==> config.mk <==
export PLATFORM = sky130hd
export DESIGN_NAME = ubc_uart_ctrl
export DESIGN_NICKNAME = d
export VERILOG_FILES = /design/src/hdl/ubc_pkg.sv /design/src/hdl/ubc_baud_gen.sv /design/src/hdl/ubc_uart_ctrl.sv
export SDC_FILE = /design/constraint.sdc
export NUM_CORES = 1
export LEC_CHECK = 0
export BUFFER_PORTS_ARGS = -buffer_cell sky130_fd_sc_hd__buf_2
export CORE_UTILIZATION = 25
export DETAILED_ROUTE_END_ITERATION = 16
export PLACE_DENSITY = 0.48
export SLEW_MARGIN = 10
export SYNTH_ARGS = -nofsm -noshare
export SYNTH_HDL_FRONTEND = slang
export SYNTH_SLANG_ARGS = --single-unit
==> constraint.sdc <==
create_clock -name sys_clk -period 5.3 [get_ports sys_clk]
set_input_delay 0.795 -clock sys_clk [delete_from_list [all_inputs] [get_ports sys_clk]]
set_output_delay 0.795 -clock sys_clk [all_outputs]
set_load 0.02 [all_outputs]
==> src/hdl/ubc_pkg.sv <==
package ubc_pkg;

  // Register byte offsets on the AHB-Lite bus.
  localparam logic [7:0] OFS_CTRL   = 8'h00;
  localparam logic [7:0] OFS_BAUD   = 8'h04;
  localparam logic [7:0] OFS_STATUS = 8'h08;
  localparam logic [7:0] OFS_MASK   = 8'h0c;
  localparam logic [7:0] OFS_TXDATA = 8'h10;
  localparam logic [7:0] OFS_RXDATA = 8'h14;
  localparam logic [7:0] OFS_STATE  = 8'h18;

  // Control register field positions.
  localparam int CTRL_W        = 7;
  localparam int CB_PORT_EN    = 0;
  localparam int CB_TX_EN      = 1;
  localparam int CB_RX_EN      = 2;
  localparam int CB_NINE_BIT   = 3;
  localparam int CB_ADDR_DET   = 4;
  localparam int CB_HIGH_SPEED = 5;
  localparam int CB_RX_IRQ_EN  = 6;

  // Sticky status and mask field positions.
  localparam int ST_W         = 4;
  localparam int SB_RX_AVAIL  = 0;
  localparam int SB_OVERRUN   = 1;
  localparam int SB_ADDR_RCVD = 2;
  localparam int SB_TX_EMPTY  = 3;

  // Reset values.
  localparam logic [CTRL_W-1:0] CTRL_RST = 7'h00;
  localparam logic [7:0]        BAUD_RST = 8'h00;
  localparam logic [ST_W-1:0]   MASK_RST = 4'h0;

  // Timing: sample ticks per bit and low speed prescale.
  localparam int            OVERSAMPLE = 16;
  localparam int            HALF_BIT   = OVERSAMPLE / 2;
  localparam int            LOW_PRESC  = 4;
  localparam logic [1:0]    PRESC_LAST = 2'(LOW_PRESC - 1);
  localparam logic [3:0]    TICK_LAST  = 4'(OVERSAMPLE - 1);
  localparam logic [3:0]    TICK_MID   = 4'(HALF_BIT - 1);

  // AHB transfer type bit that marks an active transfer.
  localparam int HTRANS_ACTIVE = 1;

endpackage

==> src/hdl/ubc_baud_gen.sv <==
`timescale 1ns/1ns
// Free running divisor timer giving one sample tick per sixteenth of a bit.
module ubc_baud_gen #(
  parameter int DIV_W = 8
) (
  input  wire logic             sys_clk,
  input  wire logic             rst,
  input  wire logic             clear,
  input  wire logic             high_speed,
  input  wire logic [DIV_W-1:0] divisor,
  output logic                  sample_tick
);

  logic [DIV_W-1:0] cnt_ff;
  logic [DIV_W-1:0] nxt_cnt;
  logic [1:0]       presc_ff;
  logic [1:0]       nxt_presc;
  logic             tick_ff;
  logic             nxt_tick;

  if (DIV_W < 1) begin : g_chk
    $error("ubc_baud_gen: DIV_W must be at least 1");
  end

  // Count down to zero, reload the divisor and pace a tick; low speed adds a divide by four.
  always_comb begin
    nxt_cnt   = cnt_ff - 1'b1;
    nxt_presc = presc_ff;
    nxt_tick  = 1'b0;
    if (clear) begin
      nxt_cnt   = divisor;
      nxt_presc = 2'h0;
    end else if (cnt_ff == '0) begin
      nxt_cnt   = divisor;
      nxt_presc = presc_ff + 2'h1;
      nxt_tick  = high_speed || (presc_ff == ubc_pkg::PRESC_LAST);
      if (high_speed) begin
        nxt_presc = 2'h0;
      end
    end
  end

  // Registers of the timer.
  always_ff @(posedge sys_clk) begin
    if (rst) begin
      cnt_ff   <= '0;
      presc_ff <= 2'h0;
      tick_ff  <= 1'b0;
    end else begin
      cnt_ff   <= nxt_cnt;
      presc_ff <= nxt_presc;
      tick_ff  <= nxt_tick;
    end
  end

  assign sample_tick = tick_ff;

endmodule

==> src/hdl/ubc_uart_ctrl.sv <==
// The AHB-Lite slave port and the register addresses were chosen for this implementation.
`timescale 1ns/1ns
// Overview of operation
// - With address detect on, a received word whose address bit (bit 7 in 8-bit, bit 8 in 9-bit format) is one counts as an address.
// - In address detect mode an address word raises a receive interrupt when receive interrupts are enabled.
// - In address detect mode a word whose address bit is zero is dropped and raises nothing.
// - The high speed select bit picks the fast baud mode when one and the slow mode when zero.
// - With the receiver enable low the receiver is idle, its buffer empty and the receive pin free for port use.
// - Clearing the receiver enable mid-word aborts that word and resets the receiver at once.
// - With the transmitter enable low the transmitter is idle, its buffer empty and the transmit pin returned to port logic.
// - Only with both transmitter enable and port enable high does the transmitter drive the transmit pin.
// - Clearing the transmitter enable mid-frame stops the frame at once and resets the transmitter.
// - Bit timing comes from a dedicated free running 8-bit timer set by the divisor and speed select.
// - The bit rate is the clock over 64(N+1) in slow mode and over 16(N+1) in fast mode.
// - The divisor is an unsigned 0 to 255 value written by software and used directly.
// - Clearing port enable empties the buffers, drops any character, resets the baud counter and frees both pins.
// - With receive interrupts enabled an overrun or new receive data raises the serial interrupt.
module ubc_uart_ctrl (
  input  wire logic        sys_clk,
  input  wire logic        rst,
  input  wire logic        hsel,
  input  wire logic [31:0] haddr,
  input  wire logic [1:0]  htrans,
  input  wire logic        hwrite,
  input  wire logic [2:0]  hsize,
  input  wire logic [31:0] hwdata,
  input  wire logic        hready,
  output logic             hreadyout,
  output logic             hresp,
  output logic [31:0]      hrdata,
  input  wire logic        rxd_pin,
  input  wire logic        port_tx_out,
  input  wire logic        port_tx_oe,
  output logic             txd_out,
  output logic             txd_oe,
  output logic             rx_pin_claimed,
  output logic             irq
);

  typedef enum logic [3:0] {
    RX_IDLE  = 4'h1,
    RX_START = 4'h2,
    RX_DATA  = 4'h4,
    RX_STOP  = 4'h8
  } ubc_rx_state_t;

  typedef enum logic [1:0] {
    TX_IDLE  = 2'h1,
    TX_SHIFT = 2'h2
  } ubc_tx_state_t;

  // Bus and register state.
  logic [ubc_pkg::CTRL_W-1:0] ctrl_ff,   nxt_ctrl;
  logic [7:0]                 baud_ff,   nxt_baud;
  logic [ubc_pkg::ST_W-1:0]   status_ff, nxt_status;
  logic [ubc_pkg::ST_W-1:0]   mask_ff,   nxt_mask;
  logic [8:0]                 txhold_ff, nxt_txhold;
  logic                       txfull_ff, nxt_txfull;
  logic [8:0]                 rxbuf_ff,  nxt_rxbuf;
  logic                       rxfull_ff, nxt_rxfull;
  logic                       wr_ph_ff,  nxt_wr_ph;
  logic [7:0]                 wr_ofs_ff, nxt_wr_ofs;
  logic [31:0]                rdata_ff,  nxt_rdata;
  // Transmitter state.
  ubc_tx_state_t              tx_st_ff,  nxt_tx_st;
  logic [10:0]                tx_sh_ff,  nxt_tx_sh;
  logic [3:0]                 tx_bit_ff, nxt_tx_bit;
  logic [3:0]                 tx_tk_ff,  nxt_tx_tk;
  logic                       tx_line_ff, nxt_tx_line;
  // Receiver state.
  ubc_rx_state_t              rx_st_ff,  nxt_rx_st;
  logic [8:0]                 rx_sh_ff,  nxt_rx_sh;
  logic [3:0]                 rx_bit_ff, nxt_rx_bit;
  logic [3:0]                 rx_tk_ff,  nxt_rx_tk;
  logic                       rx_s1_ff,  rx_s2_ff, rx_s3_ff;

  logic       port_en, tx_en, rx_en, nine_bit, tx_run, rx_run, tick;
  logic       addr_take, tx_load, rx_done, rx_keep, rx_addr_bit, rx_read;
  logic [8:0] rx_word;
  logic [3:0] frame_last;

  assign port_en  = ctrl_ff[ubc_pkg::CB_PORT_EN];
  assign tx_en    = ctrl_ff[ubc_pkg::CB_TX_EN];
  assign rx_en    = ctrl_ff[ubc_pkg::CB_RX_EN];
  assign nine_bit = ctrl_ff[ubc_pkg::CB_NINE_BIT];
  assign tx_run   = port_en && tx_en;
  assign rx_run   = port_en && rx_en;

  ubc_baud_gen #(
    .DIV_W (8)
  ) u_baud (
    .sys_clk     (sys_clk),
    .rst         (rst),
    .clear       (!port_en),
    .high_speed  (ctrl_ff[ubc_pkg::CB_HIGH_SPEED]),
    .divisor     (baud_ff),
    .sample_tick (tick)
  );

  // Pin ownership: a disabled direction hands its pin back to the port logic.
  assign txd_out        = tx_run ? tx_line_ff : port_tx_out;
  assign txd_oe         = tx_run ? 1'b1 : port_tx_oe;
  assign rx_pin_claimed = rx_run;

  // Single slave: always OKAY, one wait state only in a write data phase.
  assign hreadyout = !wr_ph_ff;
  assign hresp     = 1'b0;
  assign hrdata    = rdata_ff;
  assign addr_take = hsel && hready && htrans[ubc_pkg::HTRANS_ACTIVE];
  assign rx_read   = addr_take && !hwrite && (haddr[7:0] == ubc_pkg::OFS_RXDATA);

  // Interrupt output; receive events only count while receive interrupts are on.
  always_comb begin
    logic [ubc_pkg::ST_W-1:0] gate;
    gate = mask_ff;
    if (!ctrl_ff[ubc_pkg::CB_RX_IRQ_EN]) begin
      gate[ubc_pkg::SB_RX_AVAIL]  = 1'b0;
      gate[ubc_pkg::SB_OVERRUN]   = 1'b0;
      gate[ubc_pkg::SB_ADDR_RCVD] = 1'b0;
    end
    irq = |(status_ff & gate);
  end

  // Register file and bus next state. Hardware sets win over a same-cycle status write clear; a port disable clears last.
  always_comb begin
    nxt_ctrl   = ctrl_ff;
    nxt_baud   = baud_ff;
    nxt_status = status_ff;
    nxt_mask   = mask_ff;
    nxt_txhold = txhold_ff;
    nxt_txfull = txfull_ff;
    nxt_rxbuf  = rxbuf_ff;
    nxt_rxfull = rxfull_ff;
    nxt_wr_ph  = 1'b0;
    nxt_wr_ofs = wr_ofs_ff;
    nxt_rdata  = rdata_ff;
    // Write data phase: hwdata is applied at the end of the first data cycle.
    if (wr_ph_ff) begin
      case (wr_ofs_ff)
        ubc_pkg::OFS_CTRL:   nxt_ctrl = hwdata[ubc_pkg::CTRL_W-1:0];
        ubc_pkg::OFS_BAUD:   nxt_baud = hwdata[7:0];
        ubc_pkg::OFS_STATUS: nxt_status = status_ff & ~hwdata[ubc_pkg::ST_W-1:0];
        ubc_pkg::OFS_MASK:   nxt_mask = hwdata[ubc_pkg::ST_W-1:0];
        ubc_pkg::OFS_TXDATA: begin
          // A write to a full holding register is dropped, as it would overwrite data.
          if (!txfull_ff && tx_run) begin
            nxt_txhold = hwdata[8:0];
            nxt_txfull = 1'b1;
          end
        end
        default: ;
      endcase
    end
    // Address phase: latch writes, prepare read data.
    if (addr_take) begin
      nxt_wr_ph  = hwrite;
      nxt_wr_ofs = haddr[7:0];
      nxt_rdata  = 32'h0;
      if (!hwrite) begin
        case (haddr[7:0])
          ubc_pkg::OFS_CTRL:   nxt_rdata[ubc_pkg::CTRL_W-1:0] = ctrl_ff;
          ubc_pkg::OFS_BAUD:   nxt_rdata[7:0] = baud_ff;
          ubc_pkg::OFS_STATUS: nxt_rdata[ubc_pkg::ST_W-1:0] = status_ff;
          ubc_pkg::OFS_MASK:   nxt_rdata[ubc_pkg::ST_W-1:0] = mask_ff;
          ubc_pkg::OFS_RXDATA: nxt_rdata[8:0] = rxbuf_ff;
          ubc_pkg::OFS_STATE:  nxt_rdata[3:0] = {!rx_st_ff[0], !tx_st_ff[0],
                                                 txfull_ff, rxfull_ff};
          default:             nxt_rdata = 32'h0;
        endcase
      end
    end
    if (rx_read) begin
      nxt_rxfull = 1'b0;
    end
    // Holding register handed to the shifter.
    if (tx_load) begin
      nxt_txfull = 1'b0;
      nxt_status[ubc_pkg::SB_TX_EMPTY] = 1'b1;
    end
    // Completed word: store, flag overrun, or discard a data word in address mode.
    if (rx_done && rx_keep) begin
      if (rxfull_ff && !rx_read) begin
        nxt_status[ubc_pkg::SB_OVERRUN] = 1'b1;
      end else begin
        nxt_rxbuf  = rx_word;
        nxt_rxfull = 1'b1;
        nxt_status[ubc_pkg::SB_RX_AVAIL] = 1'b1;
      end
      if (ctrl_ff[ubc_pkg::CB_ADDR_DET]) begin
        nxt_status[ubc_pkg::SB_ADDR_RCVD] = 1'b1;
      end
    end
    // Disabled directions drop their buffered words.
    if (!tx_run) begin
      nxt_txfull = 1'b0;
    end
    if (!rx_run) begin
      nxt_rxfull = 1'b0;
    end
    // Port disable clears both direction enables and every flag. The next
    // value is tested so that one write can turn the port and a direction on.
    if (!nxt_ctrl[ubc_pkg::CB_PORT_EN]) begin
      nxt_ctrl[ubc_pkg::CB_TX_EN] = 1'b0;
      nxt_ctrl[ubc_pkg::CB_RX_EN] = 1'b0;
      nxt_status = '0;
    end
  end

  // Registers of the register file and bus.
  always_ff @(posedge sys_clk) begin
    if (rst) begin
      ctrl_ff   <= ubc_pkg::CTRL_RST;
      baud_ff   <= ubc_pkg::BAUD_RST;
      status_ff <= '0;
      mask_ff   <= ubc_pkg::MASK_RST;
      txhold_ff <= 9'h000;
      txfull_ff <= 1'b0;
      rxbuf_ff  <= 9'h000;
      rxfull_ff <= 1'b0;
      wr_ph_ff  <= 1'b0;
      wr_ofs_ff <= 8'h00;
      rdata_ff  <= 32'h0;
    end else begin
      ctrl_ff   <= nxt_ctrl;
      baud_ff   <= nxt_baud;
      status_ff <= nxt_status;
      mask_ff   <= nxt_mask;
      txhold_ff <= nxt_txhold;
      txfull_ff <= nxt_txfull;
      rxbuf_ff  <= nxt_rxbuf;
      rxfull_ff <= nxt_rxfull;
      wr_ph_ff  <= nxt_wr_ph;
      wr_ofs_ff <= nxt_wr_ofs;
      rdata_ff  <= nxt_rdata;
    end
  end

  // Transmitter: start, 8 or 9 data bits LSB first, one stop bit.
  assign frame_last = nine_bit ? 4'ha : 4'h9;
  assign tx_load    = tx_run && (tx_st_ff == TX_IDLE) && txfull_ff;

  always_comb begin
    nxt_tx_st   = tx_st_ff;
    nxt_tx_sh   = tx_sh_ff;
    nxt_tx_bit  = tx_bit_ff;
    nxt_tx_tk   = tx_tk_ff;
    nxt_tx_line = tx_line_ff;
    case (tx_st_ff)
      TX_IDLE: begin
        nxt_tx_line = 1'b1;
        if (tx_load) begin
          nxt_tx_sh   = nine_bit ? {1'b1, txhold_ff, 1'b0}
                                 : {2'b11, txhold_ff[7:0], 1'b0};
          nxt_tx_bit  = 4'h0;
          nxt_tx_tk   = 4'h0;
          nxt_tx_st   = TX_SHIFT;
        end
      end
      TX_SHIFT: begin
        nxt_tx_line = tx_sh_ff[0];
        if (tick) begin
          nxt_tx_tk = tx_tk_ff + 4'h1;
          if (tx_tk_ff == ubc_pkg::TICK_LAST) begin
            nxt_tx_sh  = {1'b1, tx_sh_ff[10:1]};
            nxt_tx_bit = tx_bit_ff + 4'h1;
            if (tx_bit_ff == frame_last) begin
              nxt_tx_st = TX_IDLE;
            end
          end
        end
      end
      default: nxt_tx_st = TX_IDLE;
    endcase
    // Losing either enable ends the frame on this very cycle.
    if (!tx_run) begin
      nxt_tx_st   = TX_IDLE;
      nxt_tx_line = 1'b1;
      nxt_tx_tk   = 4'h0;
      nxt_tx_bit  = 4'h0;
    end
  end

  always_ff @(posedge sys_clk) begin
    if (rst) begin
      tx_st_ff   <= TX_IDLE;
      tx_sh_ff   <= 11'h7ff;
      tx_bit_ff  <= 4'h0;
      tx_tk_ff   <= 4'h0;
      tx_line_ff <= 1'b1;
    end else begin
      tx_st_ff   <= nxt_tx_st;
      tx_sh_ff   <= nxt_tx_sh;
      tx_bit_ff  <= nxt_tx_bit;
      tx_tk_ff   <= nxt_tx_tk;
      tx_line_ff <= nxt_tx_line;
    end
  end

  // Receive pin synchroniser; the third stage only serves the start edge detector.
  always_ff @(posedge sys_clk) begin
    if (rst) begin
      rx_s1_ff <= 1'b1;
      rx_s2_ff <= 1'b1;
      rx_s3_ff <= 1'b1;
    end else begin
      rx_s1_ff <= rxd_pin;
      rx_s2_ff <= rx_s1_ff;
      rx_s3_ff <= rx_s2_ff;
    end
  end

  // Word assembly and address detection; bits enter at the top, LSB first.
  assign rx_word     = nine_bit ? rx_sh_ff : {1'b0, rx_sh_ff[8:1]};
  assign rx_addr_bit = nine_bit ? rx_word[8] : rx_word[7];
  assign rx_keep     = !ctrl_ff[ubc_pkg::CB_ADDR_DET] || rx_addr_bit;
  assign rx_done     = rx_run && (rx_st_ff == RX_STOP) && tick &&
                       (rx_tk_ff == ubc_pkg::TICK_LAST) && rx_s2_ff;

  always_comb begin
    nxt_rx_st  = rx_st_ff;
    nxt_rx_sh  = rx_sh_ff;
    nxt_rx_bit = rx_bit_ff;
    nxt_rx_tk  = rx_tk_ff;
    if (tick) begin
      nxt_rx_tk = rx_tk_ff + 4'h1;
    end
    case (rx_st_ff)
      RX_IDLE: begin
        nxt_rx_tk = 4'h0;
        if (rx_s3_ff && !rx_s2_ff) begin
          nxt_rx_st = RX_START;
        end
      end
      RX_START: begin
        // Start bit checked at mid-bit; a short glitch returns to idle.
        if (tick && (rx_tk_ff == ubc_pkg::TICK_MID)) begin
          nxt_rx_tk  = 4'h0;
          nxt_rx_bit = 4'h0;
          nxt_rx_st  = rx_s2_ff ? RX_IDLE : RX_DATA;
        end
      end
      RX_DATA: begin
        if (tick && (rx_tk_ff == ubc_pkg::TICK_LAST)) begin
          nxt_rx_sh  = {rx_s2_ff, rx_sh_ff[8:1]};
          nxt_rx_bit = rx_bit_ff + 4'h1;
          if (rx_bit_ff == (nine_bit ? 4'h8 : 4'h7)) begin
            nxt_rx_st = RX_STOP;
          end
        end
      end
      RX_STOP: begin
        // A low stop bit is a framing fault and the word is not kept.
        if (tick && (rx_tk_ff == ubc_pkg::TICK_LAST)) begin
          nxt_rx_st = RX_IDLE;
        end
      end
      default: nxt_rx_st = RX_IDLE;
    endcase
    if (!rx_run) begin
      nxt_rx_st  = RX_IDLE;
      nxt_rx_tk  = 4'h0;
      nxt_rx_bit = 4'h0;
    end
  end

  always_ff @(posedge sys_clk) begin
    if (rst) begin
      rx_st_ff  <= RX_IDLE;
      rx_sh_ff  <= 9'h000;
      rx_bit_ff <= 4'h0;
      rx_tk_ff  <= 4'h0;
    end else begin
      rx_st_ff  <= nxt_rx_st;
      rx_sh_ff  <= nxt_rx_sh;
      rx_bit_ff <= nxt_rx_bit;
      rx_tk_ff  <= nxt_rx_tk;
    end
  end

  // Transfer size is always a whole word on this bus; hsize is accepted and not decoded.
  logic unused_hsize;
  assign unused_hsize = ^hsize;

endmodule

==> metrics.csv, run 1 <==
metric,value,unit
status,"complete, but fails checks",
failing checks,DRC,
Final Max Slew Viols,0,
chip width,152.0,um
switching power,0.0004841,W
Max-Cap Viols,0,
H-tree Lvls,4,
worst skew pair latency,0.42,ns
1st-iter DRT viols,263,
antenna-violating nets left,0,
ratio of cells with drive above 1 in the final layout,0.1523,
Synth Instances,641,
Clock Skew,0.009596,ns
Pre-antenna DRT Iters,10,
# rows,54,
routed via count,4418,
"most common cell after layout, fill and taps aside",dfxtp_1,
P&R area growth vs syn,17.20,%
final period utilization,0.4674,
Worst EP required,4.51,ns
"FF+latch count, synth",117,
final wirelength,14.15,mm
Ant. Diodes,0,
CP startpoint kind,register,
Worst VDD drop,0.2144,mV
PostCTS Resize Cnt,0,
Post-Syn Area,5622,sq um
sequential cell area fraction in the yosys report,0.4166,
Min-Delay Path Class,reg -> reg,
clk sinks,117,
die area,23090,sq um
min Tclk post-route,2.477,ns
Yosys cell types,62,
ys async rst share,0,
critical path arrival,1.68,ns
IO Pins,115,
Max clock buf depth,2,
CTS tree,built,
Power Total,0.002183,W
grt total ovfl,0,
CTS Hold Buffers Added,0,
core area,21960,sq um
first-pass GRT wire length,23.09,mm
Final nets,755,
logic gate share of total power,0.037,
largest net degree at the start of global routing,51,
initial core utilization,0.2560,
Crit Path Max Fanout,11,
Place WS,2.591,ns
depth of the worst hold-timing path,1,
CP Capture Type,primary output,
main flop type after synthesis,dfxtp_1,
final setup fails,0,
initial antenna violation count,0,
Rel. slew slack,0.2479,
DR vias/cell,4.588,
Pleak,2.540,nW
final hold vios,0,
unrepaired setup endpoints after global routing,no,
post-route setup slack,2.823,ns
critical path type,reg -> out,
vias in the first global route,4133,
number of synthesized flops with an enable pin,0,
CTS buffer count,17,
"CTS clk-pin slew, worst paths",0.06,ns
setup_tns,0,ns
Routed wire per std cell,14.69,um
Fill cells,2328,
r2r worst-path depth,6,
Residual DRC,6,
Clk pwr share,0.557,
highest clock rate,403.7,MHz
clock root buffer,clkbuf_16,
Slew @ Worst Pin,1.114,ns
GRT Overall Usage,0.1280,
sequential share of power,0.406,
Power Density,331.3,nW/um^2
post-CTS setup buffer count,0,
syn avg cell area,8.770,sq um
chip height,152.0,um
sw frac,0.2218,
post-detail-place hpwl,9.944,mm
IO buf count,39,
P_int,0.001699,W
most frequent cells in the layout,"dfxtp_1, nand2_1, mux2i_1",
RePlAce Congestion,0.7820,
Yosys warnings,0,
final cells by class:
type / instances / area [sq um] / area share
clock buffers: 18 / 439.2 / 0.06665
clock inverters: 14 / 183.9 / 0.02791
inverters: 22 / 82.58 / 0.01253
multi-input cells: 469 / 2965 / 0.4501
flip-flops and latches: 117 / 2342 / 0.3555
well taps: 280 / 350.3 / 0.05317
repair buffers: 43 / 225.2 / 0.03418
layer usage:
layer,vias up,share of wire,track usage
li1,2255,-,-
met4,0,0.0052,0.04082
met2,82,0.44,0.1911
met1,2075,0.51,0.1810
met5,-,0,0
met3,6,0.043,0.02938
synthesized netlist by cell type (all sizes together) (9+ instances only):
master | n | share of area
mux2i | 57 | 0.10
a22oi | 10 | 0.013
clkbuf | 22 | 0.015
nand4 | 11 | 0.012
nand3 | 10 | 0.0089
a211oi | 9 | 0.012
nand2 | 103 | 0.069
nand3b | 10 | 0.013
o21ai | 21 | 0.019
nor2b | 12 | 0.013
dfxtp | 117 | 0.42
buf | 34 | 0.042
nor2 | 49 | 0.033
mux2 | 13 | 0.026
inv | 22 | 0.015
a21oi | 39 | 0.035
o211ai | 12 | 0.016
critical path, cell delays in order, from the launching register on:
cell and delay, ns:
dfxtp_1 0.60, nand2_1 0.21, mux2_2 0.30, buf_2 0.16
power groups by stage:
stage	Clock [W]	Combinational [W]	Sequential [W]
after global placement	0	0.0000814	0.000906
after global routing	0.00129	0.0000881	0.000887
after floorplan	0	0.0000669	0.000904
after detailed placement	0	0.0000811	0.000906
final	0.00121	0.0000808	0.000887
after CTS	0.00124	0.0000813	0.000887
through the flow:
stage          instance area (sq um)  hold WS, ns    util  cells
3_3_place_gp                    5966       0.3909  0.2717    931
5_1_grt                         6589       0.4143  0.3001    963
4_1_cts                         6589       0.4119  0.3001    963
2_1_floorplan                   5708       0.3895       -    664
6_report                        6589       0.4131  0.3001    963
3_5_place_dp                    5966       0.3988  0.2717    931
state kept, by name, summed over array words and instances (netlist names), 7 cells and up:
| name | count |
|---|---|
| baud_ff | 8 |
| ctrl_ff | 7 |
| hrdata | 9 |
| rx_sh_ff | 9 |
| rxbuf_ff | 9 |
| tx_sh_ff | 10 |
| txhold_ff | 9 |
| u_baud.cnt_ff | 8 |
| wr_ofs_ff | 8 |
path summary, 6_finish.rpt:
kind                    start            to  slack [ns]
hold reg to reg      rx_s1_ff      rx_s2_ff        0.41
setup / recovery   ctrl_ff[0]       txd_out        2.82
setup reg to reg  tx_st_ff[0]  tx_bit_ff[3]        2.94
hold / removal       rx_s1_ff      rx_s2_ff        0.41
cell families (layout without fill, tap and decap cells):
| logic type | after synthesis | after routing | synth area share |
|---|---|---|---|
| AND/OR/NAND/NOR | 244 | 244 | 0.2226 |
| flip-flops | 117 | 117 | 0.4166 |
| AO/OA/AOI/OAI | 112 | 112 | 0.1264 |
| buffers and inverters | 78 | 97 | 0.07122 |
| multiplexers | 70 | 70 | 0.1275 |
| XOR/XNOR | 11 | 11 | 0.01714 |
| adder cells (fa/ha/maj) | 8 | 8 | 0.01781 |
| other | 1 | 24 | 0.0006671 |
Note: power is estimated with default switching activity, not from simulation.
==> run 2: changes to the inputs <==
==> constraint.sdc (replaced) <==
create_clock -name sys_clk -period 2.35 [get_ports sys_clk]
set_input_delay 0.3525 -clock sys_clk [delete_from_list [all_inputs] [get_ports sys_clk]]
set_output_delay 0.3525 -clock sys_clk [all_outputs]
set_load 0.02 [all_outputs]
==> metrics.csv, run 2 (synthesis results as in run 1) <==
metric,value,unit
antenna-violating nets left,0,
Worst R2R Start,wr_ofs_ff[7],
"Core Util, Final",0.3015,
Crit Path Max Fanout,8,
Slew @ Worst Pin,0.5748,ns
Worst EP required,2.70,ns
P&R area growth vs syn,17.78,%
critical path arrival,2.25,ns
final setup fails,0,
setup_tns,0,ns
Pre-antenna DRT Iters,10,
ratio of cells with drive above 1 in the final layout,0.1657,
Rel. slew slack,0.6158,
vias in the first global route,4298,
Max-Cap Viols,0,
switching power,0.001000,W
CP startpoint kind,register,
Clk pwr share,0.520,
CTS tree,built,
Final nets,771,
Final Max Slew Viols,0,
post-detail-place hpwl,10.23,mm
clock root buffer,clkbuf_16,
die area,23090,sq um
final hold vios,0,
Pleak,2.593,nW
final period utilization,0.8083,
GRT Overall Usage,0.1287,
Max clock buf depth,2,
Min-Delay Path Class,in -> reg,
logic gate share of total power,0.042,
P_int,0.003570,W
routed via count,4485,
chip height,152.0,um
critical path type,reg -> reg,
initial antenna violation count,0,
RePlAce Congestion,0.7864,
CP Capture Type,register,
CTS Hold Buffers Added,0,
r2r worst-path depth,4,
Critical Path Max Stage Delay,0.56,ns
"CTS clk-pin slew, worst paths",0.05,ns
"Slowest-stage cell, CP",nor4b_2,
Clock Skew,0.01300,ns
sequential share of power,0.438,
Power Total,0.004570,W
IO buf count,39,
crit-path cells,nor4b_2 -> and3_1 -> and3b_1 -> mux2i_1,
failing checks,DRC,
grt total ovfl,0,
DR vias/cell,4.605,
Worst VDD drop,0.4601,mV
first-pass GRT wire length,23.18,mm
min Tclk post-route,1.899,ns
Critical R2R Capture,baud_ff[3],
post-CTS setup buffer count,0,
max reg flops,10,
1st-iter DRT viols,310,
core area,21960,sq um
sw frac,0.2189,
final wirelength,14.23,mm
largest net degree at the start of global routing,49,
PostCTS Resize Cnt,0,
unrepaired setup endpoints after global routing,no,
IO Pins,115,
Residual DRC,6,
depth of the worst hold-timing path,2,
highest clock rate,526.5,MHz
H-tree Lvls,4,
CTS buffer count,17,
initial core utilization,0.2560,
start point of the worst hold path,rxd_pin,
most frequent cells in the layout,"dfxtp_1, nand2_1, mux2i_1",
WHS Endpoint,rx_s1_ff,
worst skew pair latency,0.42,ns
status,"complete, but fails checks",
Ant. Diodes,0,
reg2reg setup slack,0.45,ns
"Most flops, register",tx_sh_ff,
# rows,54,
"most common cell after layout, fill and taps aside",dfxtp_1,
chip width,152.0,um
Power Density,690.2,nW/um^2
Routed wire per std cell,14.60,um
clk sinks,117,
==> run 2: cell count changes in the layout (fill, tap and decap cells not counted), sizes merged <==
cell / change
clkinvlp: -4
clkbuf: +3
buf: +16
bufinv: -3
clkinv: -1
==> run 2: metal layers <==
| metal | track usage | up-vias | routed length (um) |
|---|---|---|---|
| met5 | 0 | - | 0 |
| met4 | 0.04082 | 0 | 104 |
| met3 | 0.03337 | 11 | 524 |
| met2 | 0.1936 | 85 | 6311 |
| met1 | 0.1785 | 2107 | 7285 |
| li1 | - | 2282 | - |
==> run 2: metrics by stage <==
stage          setup slack [ns]  hold slack, ns  area, sq um  cells
2_1_floorplan            0.6417          0.3895         5708    664
3_3_place_gp             0.2951          0.3945         6086    947
3_5_place_dp             0.2481          0.3941         6086    947
4_1_cts                  0.4255          0.1209         6621    974
5_1_grt                  0.2883          0.1215         6621    974
6_report                 0.4505          0.1318         6621    974
==> run 2: power groups by stage <==
stage	Combinational (W)	Clock (W)	Sequential, W
after global routing	0.000208	0.00253	0.00200
after detailed placement	0.000190	0	0.00204
final	0.000190	0.00238	0.00200
after CTS	0.000191	0.00244	0.00200
after floorplan	0.000151	0	0.00204
after global placement	0.000190	0	0.00204
==> run 2: worst max-delay path: cells and delay by family (launching register included) <==
kind | cells | cell delay [ns]
AND/OR/NAND/NOR | 3 | 1.27
flip-flops | 1 | 0.31
multiplexers | 1 | 0.24
==> run 2: layout make-up <==
class	count	area (sq um)
clock buffers	21	480.5
flip-flops and latches	117	2342
clock inverters	6	55.05
repair buffers	59	345.3
fillers	2340	15340
well taps	280	350.3
inverters	22	82.58
multi-input cells	469	2965
==> run 2: how the worst max path moves through the flow <==
stage,startpoint,end,slack [ns]
2_1_floorplan,tx_st_ff[1],tx_bit_ff[3],0.64
3_3_place_gp,haddr[7],rxbuf_ff[5],0.30
3_5_place_dp,haddr[7],rxbuf_ff[5],0.25
4_1_cts,ctrl_ff[1],txd_out,0.43
5_1_grt,rx_tk_ff[0],status_ff[1],0.29
6_report,wr_ofs_ff[7],baud_ff[3],0.45
